--- src/hw/dcb_defines.svh ---
// Register offsets, write masks, reset values and field positions
`ifndef DCB_DEFINES_SVH
`define DCB_DEFINES_SVH

`define DCB_OFF_CTRL      7'h56
`define DCB_OFF_FILT      7'h57
`define DCB_OFF_GAIN      7'h58
`define DCB_OFF_THRESH    7'h59
`define DCB_OFF_RSVD_A    7'h5A
`define DCB_OFF_RSVD_B    7'h5B
`define DCB_OFF_DEV       7'h5C
`define DCB_OFF_AFC       7'h5D
`define DCB_OFF_SHIFT     7'h5E
`define DCB_OFF_COEF      7'h5F

`define DCB_RST_CTRL      8'h50
`define DCB_RST_FILT      8'h04
`define DCB_RST_GAIN      8'h01
`define DCB_RST_THRESH    8'h10
`define DCB_RST_DEV       8'h18
`define DCB_RST_AFC       8'h0B
`define DCB_RST_SHIFT     8'h00
`define DCB_RST_COEF      8'h07

`define DCB_MSK_CTRL      8'hDF
`define DCB_MSK_FILT      8'h37
`define DCB_MSK_GAIN      8'h07
`define DCB_MSK_FULL      8'hFF
`define DCB_MSK_SHIFT     8'h07

`define DCB_BIT_WIDE      7
`define DCB_BIT_IQINV     6
`define DCB_BIT_RSVD      5
`define DCB_BIT_TLIM      4
`define DCB_BIT_THOLD     3
`define DCB_BIT_ALIMOFF   2
`define DCB_BIT_AHOLD     1
`define DCB_BIT_AOFF      0
`define DCB_AVG_MSB       5
`define DCB_AVG_LSB       4
`define DCB_BWC_MSB       2
`define DCB_BWC_LSB       0

`endif

--- src/hw/dcb_pkg.sv ---
// Types shared by the demodulator configuration bank
package dcb_pkg;

   typedef struct packed {
      logic       wr;
      logic       rd;
      logic [6:0] addr;
      logic [7:0] wdata;
   } dcb_reg_req_s;

   typedef struct packed {
      logic             valid;
      logic signed [7:0] i;
      logic signed [7:0] q;
   } dcb_iq_s;

   typedef struct packed {
      logic             valid;
      logic signed [7:0] value;
   } dcb_smp_s;

   typedef struct packed {
      logic [2:0] num;
      logic [9:0] den;
   } dcb_bwf_s;

   typedef struct packed {
      logic       filter_wide_active;
      logic [7:0] eff_bw;
      logic       timing_lim_on;
      logic       timing_freeze;
      logic       afc_limit_en;
      logic       afc_run;
      logic [7:0] afc_limit_value;
      logic [7:0] dev_range;
      logic [7:0] fsk_thresh;
      logic [3:0] gain_x2;
      dcb_bwf_s   bw_factor;
      logic [2:0] pll_shift;
      logic [7:0] pll_coef;
   } dcb_cfg_s;

endpackage

--- src/hw/dcb_out_average.sv ---
// Block averaging of demodulator output over 1, 2, 4 or 8 samples
`timescale 1ns/1ps
`default_nettype none

module dcb_out_average (
   input  wire logic            clk,
   input  wire logic            rst,
   input  wire logic            ce,
   input  wire logic [1:0]      avg_sel,
   input  wire dcb_pkg::dcb_smp_s smp_in,
   output var  dcb_pkg::dcb_smp_s smp_out
);
   import dcb_pkg::*;

   logic        [2:0]  count_r;
   logic signed [10:0] acc_r;
   logic signed [10:0] sum;
   logic        [2:0]  last_cnt;
   logic signed [10:0] avg;

   always_comb begin
      last_cnt = 3'((4'h1 << avg_sel) - 4'h1);
      sum      = acc_r + 11'(smp_in.value);
      avg      = sum >>> avg_sel;
   end

   // Accumulate a window, emit one averaged sample per window
   always_ff @(posedge clk) begin
      if (rst) begin
         count_r <= 3'h0;
         acc_r   <= 11'sh000;
         smp_out <= '0;
      end else if (ce) begin
         smp_out.valid <= 1'b0;
         if (smp_in.valid) begin
            if (count_r >= last_cnt) begin // RL8
               count_r       <= 3'h0;
               acc_r         <= 11'sh000;
               smp_out.valid <= 1'b1;
               smp_out.value <= avg[7:0];
            end else begin
               count_r <= count_r + 3'h1;
               acc_r   <= sum;
            end
         end
      end
   end
endmodule // dcb_out_average

`default_nettype wire

--- src/hw/dcb_config_bank.sv ---
// Demodulator configuration register group and derived controls
//
// What this block does
// RL1 - Wide-before-sync doubles channel filter bandwidth until sync, else programmed.
// RL2 - I/Q invert bit flips the I/Q relation into the demodulator; resets 1.
// RL3 - Timing limiter bit enables symbol timing loop limiter; resets to 1.
// RL4 - Timing hold bit freezes symbol timing after frame delimiter detection.
// RL5 - AFC limiter applied when limiter-off bit is 0, unlimited when 1.
// RL6 - AFC hold bit stops frequency correction after frame delimiter detection.
// RL7 - AFC disable bit turns off frequency correction entirely.
// RL8 - Averaging field selects none, two, four or eight output samples.
// RL9 - Bandwidth code picks factor of master clock over eight.
// RL10 - Demodulator gain equals gain setting plus one, halved.
// RL11 - Eight-bit 4FSK threshold drives symbol decision; resets to 0x10.
// RL12 - Deviation range register passed to demodulator as programmed value.
// RL13 - AFC tracking range register passed to demodulator as programmed.
// RL14 - AFC tracking range used only while limiter-off bit is zero.
// RL15 - Three-bit PLL correction shift field, resets to zero.
// RL16 - Eight-bit PLL correction coefficient, resets to 0x07.
// RL17 - Host should program ranges with recommended initialization values.
// RL18 - Frame-delimiter pulse triggers timing hold, AFC hold and end widening.
// RL19 - Reserved bits read reset value, ignore writes; fields read back.
`timescale 1ns/1ps
`default_nettype none
`include "dcb_defines.svh"

module dcb_config_bank (
   input  wire logic                  clk,
   input  wire logic                  rst,
   input  wire logic                  ce,
   input  wire logic                  page_sel,
   input  wire dcb_pkg::dcb_reg_req_s reg_req,
   output var  logic [7:0]            reg_rdata,
   input  wire logic [6:0]            channel_filter_bw_setting,
   input  wire logic                  rx_restart,
   input  wire logic                  sof_detected,
   input  wire dcb_pkg::dcb_iq_s      iq_in,
   output var  dcb_pkg::dcb_iq_s      iq_out,
   input  wire dcb_pkg::dcb_smp_s     demod_in,
   output var  dcb_pkg::dcb_smp_s     demod_avg,
   output var  dcb_pkg::dcb_cfg_s     cfg
);
   import dcb_pkg::*;

   logic [7:0] demod_control_flags_r;
   logic [7:0] demod_filter_select_r;
   logic [7:0] demod_gain_select_r;
   logic [7:0] four_level_threshold_r;
   logic [7:0] rx_deviation_range_r;
   logic [7:0] afc_tracking_range_r;
   logic [7:0] pll_corr_shift_adjust_r;
   logic [7:0] pll_afc_coefficient_r;
   logic       synced_r;
   logic [7:0] eff_bw_r;
   dcb_bwf_s   bw_factor_r;
   logic       wr_hit;
   logic       rd_hit;
   logic [7:0] rdata_nxt;
   logic       filter_wide_before_sync;
   logic       iq_swap_enable;
   logic       timing_loop_limiter_on;
   logic       timing_hold_after_frame;
   logic       freq_corr_limiter_off;
   logic       freq_corr_hold_after_frame;
   logic       freq_corr_disable;
   logic [1:0] output_averaging_select;
   logic [2:0] demod_bandwidth_code;
   logic [2:0] demod_gain_code;
   logic [7:0] q_neg;

   assign wr_hit = ce && page_sel && reg_req.wr;
   assign rd_hit = ce && page_sel && reg_req.rd;

   // Field views of the stored registers
   assign filter_wide_before_sync    =
      demod_control_flags_r[`DCB_BIT_WIDE];
   assign iq_swap_enable             =
      demod_control_flags_r[`DCB_BIT_IQINV];
   assign timing_loop_limiter_on     =
      demod_control_flags_r[`DCB_BIT_TLIM];
   assign timing_hold_after_frame    =
      demod_control_flags_r[`DCB_BIT_THOLD];
   assign freq_corr_limiter_off      =
      demod_control_flags_r[`DCB_BIT_ALIMOFF];
   assign freq_corr_hold_after_frame =
      demod_control_flags_r[`DCB_BIT_AHOLD];
   assign freq_corr_disable          =
      demod_control_flags_r[`DCB_BIT_AOFF];
   assign output_averaging_select    =
      demod_filter_select_r[`DCB_AVG_MSB:`DCB_AVG_LSB];
   assign demod_bandwidth_code       =
      demod_filter_select_r[`DCB_BWC_MSB:`DCB_BWC_LSB];
   assign demod_gain_code            = demod_gain_select_r[2:0];

   // Register writes, reserved bits masked off
   always_ff @(posedge clk) begin
      if (rst) begin
         demod_control_flags_r  <= `DCB_RST_CTRL;   // RL2 RL3
         demod_filter_select_r  <= `DCB_RST_FILT;
         demod_gain_select_r    <= `DCB_RST_GAIN;
         four_level_threshold_r <= `DCB_RST_THRESH; // RL11
         rx_deviation_range_r   <= `DCB_RST_DEV;
         afc_tracking_range_r   <= `DCB_RST_AFC;
         pll_corr_shift_adjust_r <= `DCB_RST_SHIFT;  // RL15
         pll_afc_coefficient_r  <= `DCB_RST_COEF;   // RL16
      end else if (wr_hit) begin
         case (reg_req.addr)
            `DCB_OFF_CTRL:
               demod_control_flags_r  <= reg_req.wdata & `DCB_MSK_CTRL;  // RL19
            `DCB_OFF_FILT:
               demod_filter_select_r  <= reg_req.wdata & `DCB_MSK_FILT;  // RL19
            `DCB_OFF_GAIN:
               demod_gain_select_r    <= reg_req.wdata & `DCB_MSK_GAIN;  // RL19
            `DCB_OFF_THRESH:
               four_level_threshold_r <= reg_req.wdata;
            `DCB_OFF_DEV:
               rx_deviation_range_r   <= reg_req.wdata;
            `DCB_OFF_AFC:
               afc_tracking_range_r   <= reg_req.wdata;
            `DCB_OFF_SHIFT:
               pll_corr_shift_adjust_r <= reg_req.wdata & `DCB_MSK_SHIFT; // RL19
            `DCB_OFF_COEF:
               pll_afc_coefficient_r  <= reg_req.wdata;
            default: begin
            end
         endcase
      end
   end

   // Read mux; reserved and unmapped offsets read zero
   always_comb begin
      case (reg_req.addr)
         `DCB_OFF_CTRL:   rdata_nxt = demod_control_flags_r;  // RL19
         `DCB_OFF_FILT:   rdata_nxt = demod_filter_select_r;
         `DCB_OFF_GAIN:   rdata_nxt = demod_gain_select_r;
         `DCB_OFF_THRESH: rdata_nxt = four_level_threshold_r;
         `DCB_OFF_DEV:    rdata_nxt = rx_deviation_range_r;
         `DCB_OFF_AFC:    rdata_nxt = afc_tracking_range_r;
         `DCB_OFF_SHIFT:  rdata_nxt = pll_corr_shift_adjust_r;
         `DCB_OFF_COEF:   rdata_nxt = pll_afc_coefficient_r;
         default:         rdata_nxt = 8'h00;                  // RL19
      endcase
   end

   always_ff @(posedge clk) begin
      if (rst) begin
         reg_rdata <= 8'h00;
      end else if (rd_hit) begin
         reg_rdata <= rdata_nxt;
      end
   end

   // Sync tracking: a new hunt clears it, the delimiter pulse sets it
   always_ff @(posedge clk) begin
      if (rst) begin
         synced_r <= 1'b0;
      end else if (ce) begin
         if (sof_detected) begin
            synced_r <= 1'b1; // RL18
         end else if (rx_restart) begin
            synced_r <= 1'b0;
         end
      end
   end

   // Effective channel filter bandwidth and demodulator bandwidth factor
   always_ff @(posedge clk) begin
      if (rst) begin
         eff_bw_r    <= 8'h00;
         bw_factor_r <= '0;
      end else if (ce) begin
         if (filter_wide_before_sync && !synced_r) begin
            eff_bw_r <= {channel_filter_bw_setting, 1'b0}; // RL1
         end else begin
            eff_bw_r <= {1'b0, channel_filter_bw_setting}; // RL1
         end
         case (demod_bandwidth_code) // RL9
            3'h0:    bw_factor_r <= '{num: 3'h1, den: 10'h078};
            3'h1:    bw_factor_r <= '{num: 3'h1, den: 10'h064};
            3'h2:    bw_factor_r <= '{num: 3'h7, den: 10'h258};
            3'h3:    bw_factor_r <= '{num: 3'h1, den: 10'h04B};
            3'h4:    bw_factor_r <= '{num: 3'h3, den: 10'h0C8};
            3'h5:    bw_factor_r <= '{num: 3'h1, den: 10'h03C};
            default: bw_factor_r <= '{num: 3'h1, den: 10'h01E};
         endcase
      end
   end

   // I/Q path into the demodulator, Q negated with saturation while invert is set
   assign q_neg = (iq_in.q == 8'sh80) ? 8'sh7F : 8'(-iq_in.q);

   always_ff @(posedge clk) begin
      if (rst) begin
         iq_out <= '0;
      end else if (ce) begin
         iq_out.valid <= iq_in.valid;
         if (iq_in.valid) begin
            iq_out.i <= iq_in.i;
            iq_out.q <= iq_swap_enable ? q_neg : iq_in.q; // RL2
         end
      end
   end

   // Configuration and derived controls for the demodulator
   always_comb begin
      cfg                    = '0;
      cfg.filter_wide_active = filter_wide_before_sync && !synced_r; // RL1
      cfg.eff_bw             = eff_bw_r;
      cfg.timing_lim_on      = timing_loop_limiter_on; // RL3
      cfg.timing_freeze      = timing_hold_after_frame && synced_r; // RL4
      cfg.afc_limit_en       = !freq_corr_limiter_off; // RL5
      cfg.afc_run            = !freq_corr_disable &&
         !(freq_corr_hold_after_frame && synced_r); // RL6 RL7
      cfg.afc_limit_value    = freq_corr_limiter_off ?
         8'h00 : afc_tracking_range_r; // RL13 RL14
      cfg.dev_range          = rx_deviation_range_r; // RL12
      cfg.fsk_thresh         = four_level_threshold_r; // RL11
      cfg.gain_x2            = {1'b0, demod_gain_code} + 4'h1; // RL10
      cfg.bw_factor          = bw_factor_r;
      cfg.pll_shift          = pll_corr_shift_adjust_r[2:0]; // RL15
      cfg.pll_coef           = pll_afc_coefficient_r; // RL16
   end

   dcb_out_average u_avg (
      .clk     (clk),
      .rst     (rst),
      .ce      (ce),
      .avg_sel (output_averaging_select),
      .smp_in  (demod_in),
      .smp_out (demod_avg)
   );
endmodule // dcb_config_bank

`default_nettype wire

--- config.mk ---
export PLATFORM = sky130hd
export DESIGN_NAME = dcb_config_bank
export DESIGN_NICKNAME = d
export VERILOG_FILES = /design/src/hw/dcb_pkg.sv /design/src/hw/dcb_out_average.sv /design/src/hw/dcb_config_bank.sv
export VERILOG_INCLUDE_DIRS = /design/src /design/src/hw
export SDC_FILE = /design/constraint.sdc
export NUM_CORES = 1
export LEC_CHECK = 0
export ABC_AREA = 1
export BUFFER_PORTS_ARGS = -buffer_cell sky130_fd_sc_hd__buf_2
export CORE_UTILIZATION = 53
export CTS_CLUSTER_SIZE = 25
export DETAILED_ROUTE_END_ITERATION = 8
export GPL_TIMING_DRIVEN = 0
export PLACE_DENSITY = 0.82
export RECOVER_POWER = 100
export SETUP_SLACK_MARGIN = 0.4
export SLEW_MARGIN = 20
export SYNTH_ARGS = -nofsm -noshare
export SYNTH_HDL_FRONTEND = slang
export SYNTH_SLANG_ARGS = --single-unit
--- constraint.sdc ---
create_clock -name clk -period 2.65 [get_ports clk]
set_clock_uncertainty 0.05 [all_clocks]
set_input_delay 0.265 -clock clk [delete_from_list [all_inputs] [get_ports clk]]
set_output_delay 0.265 -clock clk [all_outputs]
set_load 0.05 [all_outputs]
# Yosys cells after proc, flatten, opt, wreduce, memory -nomap -nowiden
# Cells that the tools add are included.
[word_totals]
register_bits = 120
[op_classes]
shift = 2
eq_ne = 14
n_addsub = 5
muxes = 12
n_reduce_logical = 25
n_lt_le_gt_ge = 1
[ops]
columns = ["cell", "count"]
rows = [
  ["13-bit case mux with 6 select lines", 1],
  ["8-bit case mux with 8 select lines", 1],
  ["7-bit == test, second input constant", 8],
  ["8-bit 2-to-1 mux", 4],
  ["2-bit AND reduction", 11],
  ["9-bit 2-to-1 mux", 2],
  ["11-bit by 8-bit adder with 11-bit output", 1],
  ["11-bit 2-to-1 mux", 1],
  ["11-bit by 2-bit >>> shifter with 8-bit output", 1],
  ["8-bit == test, second input constant", 1],
  ["8-bit negation", 1],
  ["1-bit logical AND", 7],
  ["3-bit by 2-bit == test with 1-bit output, second input constant", 2],
  ["3-bit == test, second input constant", 2],
  ["3-bit by 1-bit adder with 4-bit output, second input constant", 1],
  ["1-bit zero test", 4],
  ["3-bit by 1-bit adder with 3-bit output, second input constant", 1],
  ["3-bit by 1-bit == test with 1-bit output, second input constant", 1],
  ["3-bit greater-or-equal comparator", 1],
  ["3-bit zero test", 1],
  ["3-bit 2-to-1 mux", 1],
  ["3-bit AND reduction", 1],
  ["1-bit by 2-bit << shifter with 3-bit output, first input constant", 1],
  ["3-bit by 1-bit subtractor with 3-bit output, second input constant", 1],
  ["2 further kinds", 3],
]

# Depth between registers and ports, before layout
# Gate-level depths: netlist (run 1).
[logic_depth]
word_depth = 5
depth_mapped = 15
ltp_nobuf = 15

# Hierarchy
# Synthesis (run 1) repeated with hierarchy kept, for this count alone.
[unflattened]
cells_unflattened = 881
hier_area_um2 = 6110.9
[modules_own_cells]
columns = ["module", "area_each_um2", "seq_area_each_um2", "cells_each", "instances"]
rows = [
  ["dcb_config_bank", 4329.2, 1901.8, 599, 1],
  ["dcb_out_average", 1781.7, 460.4, 282, 1],
]

# Least setup slack after synthesis (run 1)
# Ideal clock, no wire load.
[synth_path]
path_kind = "flip-flop to output port"
from = "reg demod_gain_select_r[0]"
to = "out cfg[27] (netlist bit)"
stages_incl_launch_ff = 3
arrival_ps = 1705
required_time_ps = 2335
path_slack_ps = 630
cell_sequence = "dfxtp_1 > inv_1 > nor3_1"
[synth_rtl]
columns = ["item", "line", "source"]
rows = [
  ["from (decl)", "dcb_config_bank.sv:47", "logic [7:0] demod_gain_select_r;"],
  ["from (signal assigned)", "dcb_config_bank.sv:100", "demod_gain_select_r <= `DCB_RST_GAIN;"],
  ["from (signal assigned)", "dcb_config_bank.sv:113", "demod_gain_select_r <= reg_req.wdata & `DCB_MSK_GAIN;"],
  ["to (decl)", "dcb_config_bank.sv:41", "output var dcb_pkg::dcb_cfg_s cfg"],
]

# Worst setup path in the final report (run 1)
[layout_path]
from = "reg demod_filter_select_r[5]"
to = "reg u_avg.smp_out[3] (netlist bit)"
[layout_via]
elab_chain_cells = 4
elab_cells_between_ends = 5
[layout_lines]
columns = ["item", "line", "source"]
rows = [
  ["from (decl)", "dcb_config_bank.sv:46", "logic [7:0] demod_filter_select_r;"],
  ["from (signal assigned)", "dcb_config_bank.sv:99", "demod_filter_select_r <= `DCB_RST_FILT;"],
  ["from (signal assigned)", "dcb_config_bank.sv:111", "demod_filter_select_r <= reg_req.wdata & `DCB_MSK_FILT;"],
  ["1-bit by 2-bit << shifter with 3-bit output", "dcb_out_average.sv:22", "last_cnt = 3'((4'h1 << avg_sel) - 4'h1);"],
  ["3-bit by 1-bit subtractor with 3-bit output", "dcb_out_average.sv:22", ""],
  ["3-bit greater-or-equal comparator", "dcb_out_average.sv:36", "if (count_r >= last_cnt) begin"],
  ["3-bit AND reduction (no line)", "--", ""],
  ["to (decl)", "dcb_out_average.sv:11", "output var dcb_pkg::dcb_smp_s smp_out"],
]
# Parallel ways exist; a longest one is shown, timed or not.
# A chain may end at the register's enable or synchronous reset.

==> impl_metrics.yaml, run 1 <==
status:
  status: "finished, final reports clean"
grt:
  grt_first_pass_wirelength_um: 27400
  grt_max_degree: 17
  antenna_found_initial: 0
  grt_pass1_vias: 5806
  track_usage: 0.303
  grt-ovfl-total: 0
clock_network:
  cts_tree: "yes"
  cts_buffers: 17
  clockRootBuffer: "clkbuf_8"
  cts_buffer_depth: 2
  cts_max_level: 4
  clk-insertion-delay-late_ns: 0.52
  cts_num_sinks: 118
  clk_transition_reported_paths_ns: 0.06
detailed_routing:
  dr.pass1.iters: 5
  drc: 0
  wl_um: 17600
  wl_per_cell_um: 14.9
  vias_per_cell: 5.40
  vias: 6374
  ant_nets: 0
  drtIter0Drc: 390
synth:
  yosysSeqAreaShare: 0.398
  syn_area_um2: 5940
  synth-seq-cells: 118
  syn-instance-count: 838
  synth_cell_types: 40
  ys_top_cells_by_area: "dfxtp_1, nand2_1, inv_1, a21oi_1, o21ai_0"
  syn_nets: 914
  synth.avg_cell_area_um2: 7.09
  synth_top_area_cell: "dfxtp_1"
  synth_top_area_share: 0.398
  ys_warn_count: 0
critical_path:
  critPathCaptureType: "register"
  timing.rr.end: "u_avg.smp_out[3]"
  r2r-start: "demod_filter_select_r[5]"
  crit_arrival_ns: 2.62
  reg2reg_slack_ns: 0.36
  crit_end: "u_avg.smp_out[3]"
  path_max_fanout: 10
  critPathKind: "reg -> reg"
  cp.required_ns: 2.99
  ff2ff_path_depth: 12
  startpoint: "demod_filter_select_r[5]"
  cp-start-kind: "register"
power_and_ir_drop:
  leakagePower_nw: 3.31
  power_density_nw_per_um2: 652
  ir_drop_mv: 0.356
run:
  max_cap_violations: 0
floorplanning:
  dieArea_um2: 11600
  die_w_um: 108
  die_h_um: 108
  rows: 38
  core_area_um2: 10900
  start_util: 0.546
  io_pins: 155
sta:
  post-route-min-period_ns: 2.29
  max-slew-margin-rel: 0.557
  setup_viol: 0
  tns_ns: 0
  fmax_mhz: 438
  holdWs_ns: 0.00351
  min_period_over_period: 0.863
  worst_slew_pin_slew_ns: 0.667
  grt_setup_unrepaired: "false"
  maxSlewViolCount: 0
  finalHoldViolCount: 0
layout:
  fin_nets: 1103
  antennaDiodeCount: 0
  fillerInstances: 985
  drive_gt1_frac: 0.100
  syn2layout_area_growth_pct: 25.5
placement:
  port_buffers: 153
  place_hpwl_um: 12500
  gp_congestion: 0.907
hold_path:
  hold_path.class: "in -> reg"
-- synthesized netlist by cell type (all sizes together) --
cell	number
nor3	7
o21ai	75
clkbuf	14
conb	1
clkinv	1
nand3b	3
and2	1
nand4	3
ha	19
or2	2
a31oi	5
o221ai	3
nand3	57
o211ai	19
nor2	94
buf	15
fa	1
a21oi	78
nand2	174
a2bb2oi	2
xnor2	2
xor2	6
dfxtp	118
o21a	1
o22ai	20
inv	117
-- power breakdown --
part           internal, mW  total [mW]  switching [mW]
Combinational         0.134       0.503           0.369
Clock                  1.68        2.51           0.837
Sequential             1.82        1.84          0.0250
Total                  3.63        4.86            1.23
-- state kept, by name (all words and copies together), names as in the netlist --
signal                   count
pll_corr_shift_adjust_r      3
four_level_threshold_r       8
demod_filter_select_r        5
afc_tracking_range_r         8
synced_r                     1
demod_control_flags_r        7
rx_deviation_range_r         8
eff_bw_r                     8
pll_afc_coefficient_r        8
reg_rdata                    8
iq_out                      17
u_avg.count_r                3
cfg                         11
demod_gain_select_r          3
u_avg.acc_r                 11
u_avg.smp_out                9
-- critical path, cell delays in order (launching register included) --
cell and delay [ns]:
dfxtp_1 0.29, clkbuf_4 0.17, inv_1 0.09, clkbuf_1 0.38, ha_1 0.34, nand2_1 0.07
o21a_1 0.12, nand2_2 0.09, nand2_4 0.11, inv_4 0.06, buf_6 0.13, o21ai_0 0.18
a31oi_1 0.07
-- metal layers --
metal | track usage | routed length (µm)
met5 | 0 | 0
met2 | 0.495 | 8250
met1 | 0.385 | 7520
met4 | 0.151 | 589
met3 | 0.0508 | 1230
-- repair_timing --
item                                    CTS  global route
hold buffers                             14             0
setup buffers                             0             3
endpoints found under the setup margin    0            10
endpoints found under the hold margin    13             0
gates resized for setup                   0             8
-- metrics by stage --
step                      instance area (µm²)  instances  power (mW)  utilization  setup WS, ns
after floorplan                          5940        838        2.22            -         0.630
after global placement                   6880       1131        2.37        0.632         0.499
after detailed placement                 6880       1131        2.38        0.632         0.481
after CTS                                7670       1177        4.88        0.704         0.434
after global routing                     7460       1180        5.00        0.685         0.249
final                                    7460       1180        4.86        0.685         0.364
-- cell type report --
type	instances	area, µm²	area share
inverters	118	445	0.0597
multi-input cells	573	2900	0.388
clock buffers	21	449	0.0602
repair buffers	170	798	0.107
plain buffers	29	133	0.0178
clock inverters	11	196	0.0263
flip-flops and latches	118	2360	0.317
well taps	140	175	0.0235
-- cell families after synthesis --
family / count (synthesis) / synth area share
adders and majority gates: 20 / 0.0434
AOI/OAI and AO/OA: 203 / 0.190
DFF: 118 / 0.398
other: 1 / 0.000631
buffers and inverters: 147 / 0.101
and+or+nand+nor: 341 / 0.256
xor gates and xnor gates: 8 / 0.0118
-- how the worst min path moves through the flow --
stage                    start                   endpoint  cells after the start
finish              reg_req[3]    rx_deviation_range_r[3]                      3
global route        reg_req[4]  four_level_threshold_r[4]                      3
CTS                 reg_req[3]    rx_deviation_range_r[3]                      3
detailed placement  iq_out[16]                 iq_out[16]                      2
global placement    iq_out[16]                 iq_out[16]                      2
floorplan           reg_req[4]  four_level_threshold_r[4]                      2
-- cells in the final DEF, fill, tap and decap left out, types with 2 or more instances in the layout --
cell / netlist / layout
a31oi_1: 5 / 5
o22ai_1: 20 / 20
a21oi_1: 74 / 77
nor3_1: 7 / 7
nand2_2: 5 / 2
clkinv_4: 0 / 2
o21ai_0: 62 / 71
clkinvlp_4: 0 / 2
nand3b_1: 3 / 3
clkbuf_8: 0 / 3
clkbuf_1: 14 / 126
inv_1: 105 / 114
buf_4: 5 / 5
buf_2: 4 / 53
clkbuf_16: 0 / 16
inv_2: 12 / 2
nor2_1: 82 / 93
dfxtp_1: 118 / 117
a2bb2oi_1: 2 / 2
dlygate4sd3_1: 0 / 14
nand2_1: 166 / 171
xor2_1: 6 / 5
o221ai_1: 3 / 3
ha_1: 19 / 18
o21ai_1: 13 / 4
o211ai_1: 19 / 19
bufinv_16: 0 / 5
nand4_1: 3 / 3
xnor2_1: 2 / 2
nand3_1: 55 / 55
(Power assumes the default switching activity.)
==> run 2: changes to the inputs <==
- CORE_UTILIZATION: 53 -> 30
- PLACE_DENSITY: 0.82 -> 0.52
==> run 2 against run 1 <==
- sequential power hardly changed
- largest power group unchanged
- clock power is essentially flat
- power fell by 0.91%
- global-route usage is 11 points lower
- critical endpoint is now u_avg.acc_r[5]
==> impl_metrics.yaml, run 2 (synthesized netlist as in run 1, its figures left out) <==
layout:
  utilization: 0.383
  top_register: "iq_out"
  final_area_um2: 7450
  regArea_um2: 2360
  drive_gt1_frac: 0.104
  layout_common_cells: "nand2_1, clkbuf_1, dfxtp_1, inv_1, nor2_1"
  fin_nets: 1089
  syn2layout_area_growth_pct: 25.3
  largest_reg_flops: 17
  final_common_cell: "nand2_1"
  multi_input_area_um2: 2880
  antennaDiodeCount: 0
  final-instance-count-excl-fill: 1291
  fillerInstances: 2173
clock_network:
  cts_buffers: 17
  cts_tree: "yes"
  cts_buffer_depth: 2
  clockRootBuffer: "clkbuf_16"
  clk-insertion-delay-late_ns: 0.42
  holdBufCountCts: 0
  cts_num_sinks: 118
  clk_transition_reported_paths_ns: 0.06
  cts_max_level: 4
power_and_ir_drop:
  swShare: 0.260
  p_clk_frac: 0.517
  seq_power_share: 0.383
  power_switching_mw: 1.25
  p_int_mw: 3.56
  power_density_nw_per_um2: 647
  comb_power_share: 0.101
  ir_drop_mv: 0.460
  leakagePower_nw: 3.23
critical_path:
  crit_arrival_ns: 2.52
  critPathCaptureType: "register"
  crit_top_cell: "nand2_1"
  path_cells: "clkbuf_4, inv_1, buf_2, ha_1, nand2_1, o21a_1, nand2_1, nor2_1, clkbuf_1, nand2_1, a21oi_1"
  r2r-start: "demod_filter_select_r[5]"
  cp_slowest_cell: "nor2_1"
  critPathBufInv: 4
  cp.required_ns: 2.95
  cp.depth: 11
  critical-path-max-stage-delay_ns: 0.36
  ff2ff_path_depth: 11
  critPathKind: "reg -> reg"
  path_max_fanout: 10
  startpoint: "demod_filter_select_r[5]"
  crit_family: "buffers and inverters"
  cp-start-kind: "register"
grt:
  grt_first_pass_wirelength_um: 29600
  grt_max_degree: 17
  antenna_found_initial: 0
  grt-ovfl-total: 0
  grt_pass1_vias: 5432
  track_usage: 0.192
sta:
  post-route-min-period_ns: 2.22
  grt_setup_unrepaired: "true"
  maxSlewViolCount: 0
  setup_viol: 0
  min_period_over_period: 0.839
  tns_ns: 0
  max-slew-margin-rel: 0.541
  fmax_mhz: 450
  finalHoldViolCount: 0
  worst_slack_ns: 0.426
  worst_slew_pin_slew_ns: 0.688
hold_path:
  hold_path.class: "in -> reg"
  min_path_cells: 3
  min_from: "iq_in[15]"
detailed_routing:
  wl_per_cell_um: 14.7
  dr.pass1.iters: 5
  wl_um: 19000
  drtIter0Drc: 341
  vias_per_cell: 4.68
  drc: 0
  vias: 6041
  ant_nets: 0
floorplanning:
  die_h_um: 143
  dieArea_um2: 20400
  io_pins: 155
  core_area_um2: 19500
  rows: 51
  die_w_um: 143
  start_util: 0.305
placement:
  gp_congestion: 0.818
  postPlaceCellArea_um2: 7040
  dp_slack_ns: 0.439
  port_buffers: 153
  placedCellCount: 1256
  place_hpwl_um: 14500
run:
  max_cap_violations: 0
status:
  status: "finished, final reports clean"
-- run 2: cell count changes in the layout (fill, tap and decap cells not counted), moves of 2 or more --
cell / previous run / this run
inv_1: 114 / 112
inv_2: 2 / 4
a21oi_1: 77 / 74
buf_4: 5 / 3
a21oi_2: 1 / 4
dlygate4sd3_1: 14 / 0
nand2_1: 171 / 173
-- run 2: power by group through the flow --
stage                     logic (mW)  registers (mW)  clock network [mW]
final                          0.486            1.84                2.49
after global routing           0.533            1.85                2.63
after CTS                      0.512            1.84                2.54
after detailed placement       0.510            1.88                   0
after global placement         0.509            1.88                   0
after floorplan                0.189            2.03                   0
-- run 2: cell type report --
type,count,share of cell area
Multi-Input combinational cell,573,0.387
Sequential cell,118,0.317
Timing Repair Buffer,156,0.0879
Clock buffer,21,0.0618
Inverter,118,0.0598
Tap cell,265,0.0445
Clock inverter,11,0.0234
Buffer,29,0.0180
-- run 2: layer usage --
| metal | global-route usage | wire [µm] | part of all wire |
|---|---|---|---|
| met5 | 0 | 0 | 0 |
| met4 | 0.0741 | 266 | 0.014 |
| met3 | 0.0382 | 874 | 0.046 |
| met2 | 0.294 | 8420 | 0.44 |
| met1 | 0.265 | 9450 | 0.50 |
-- run 2: path summary, 6_finish.rpt --
| path | slack [ns] | endpoint |
|---|---|---|
| setup / recovery | 0.43 | u_avg.acc_r[5] |
| hold / removal | 0.05 | iq_out[15] |
| setup reg to reg | 0.43 | u_avg.acc_r[5] |
| hold reg to reg | 0.41 | reg_rdata[6] |
-- run 2: through the flow --
stage	power [mW]	hold WS, ns
CTS	4.89	0.0239
detailed placement	2.39	0.405
finish	4.82	0.0479
global route	5.01	0.0451
floorplan	2.22	0.341
global placement	2.39	0.399
-- run 2: worst register-to-register path: stages, from the launching register on --
cell and delay (ns):
dfxtp_1 0.29, clkbuf_4 0.17, inv_1 0.09, buf_2 0.23, ha_1 0.28, nand2_1 0.07
o21a_1 0.11, nand2_1 0.07, nor2_1 0.36, clkbuf_1 0.23, nand2_1 0.09, a21oi_1 0.12
-- run 2: repair_timing --
| item | in CTS | in global routing |
|---|---|---|
| resized for setup | 0 | 7 |
| endpoints found under the setup margin | 0 | 10 |
| buffers inserted | 0 | 3 |
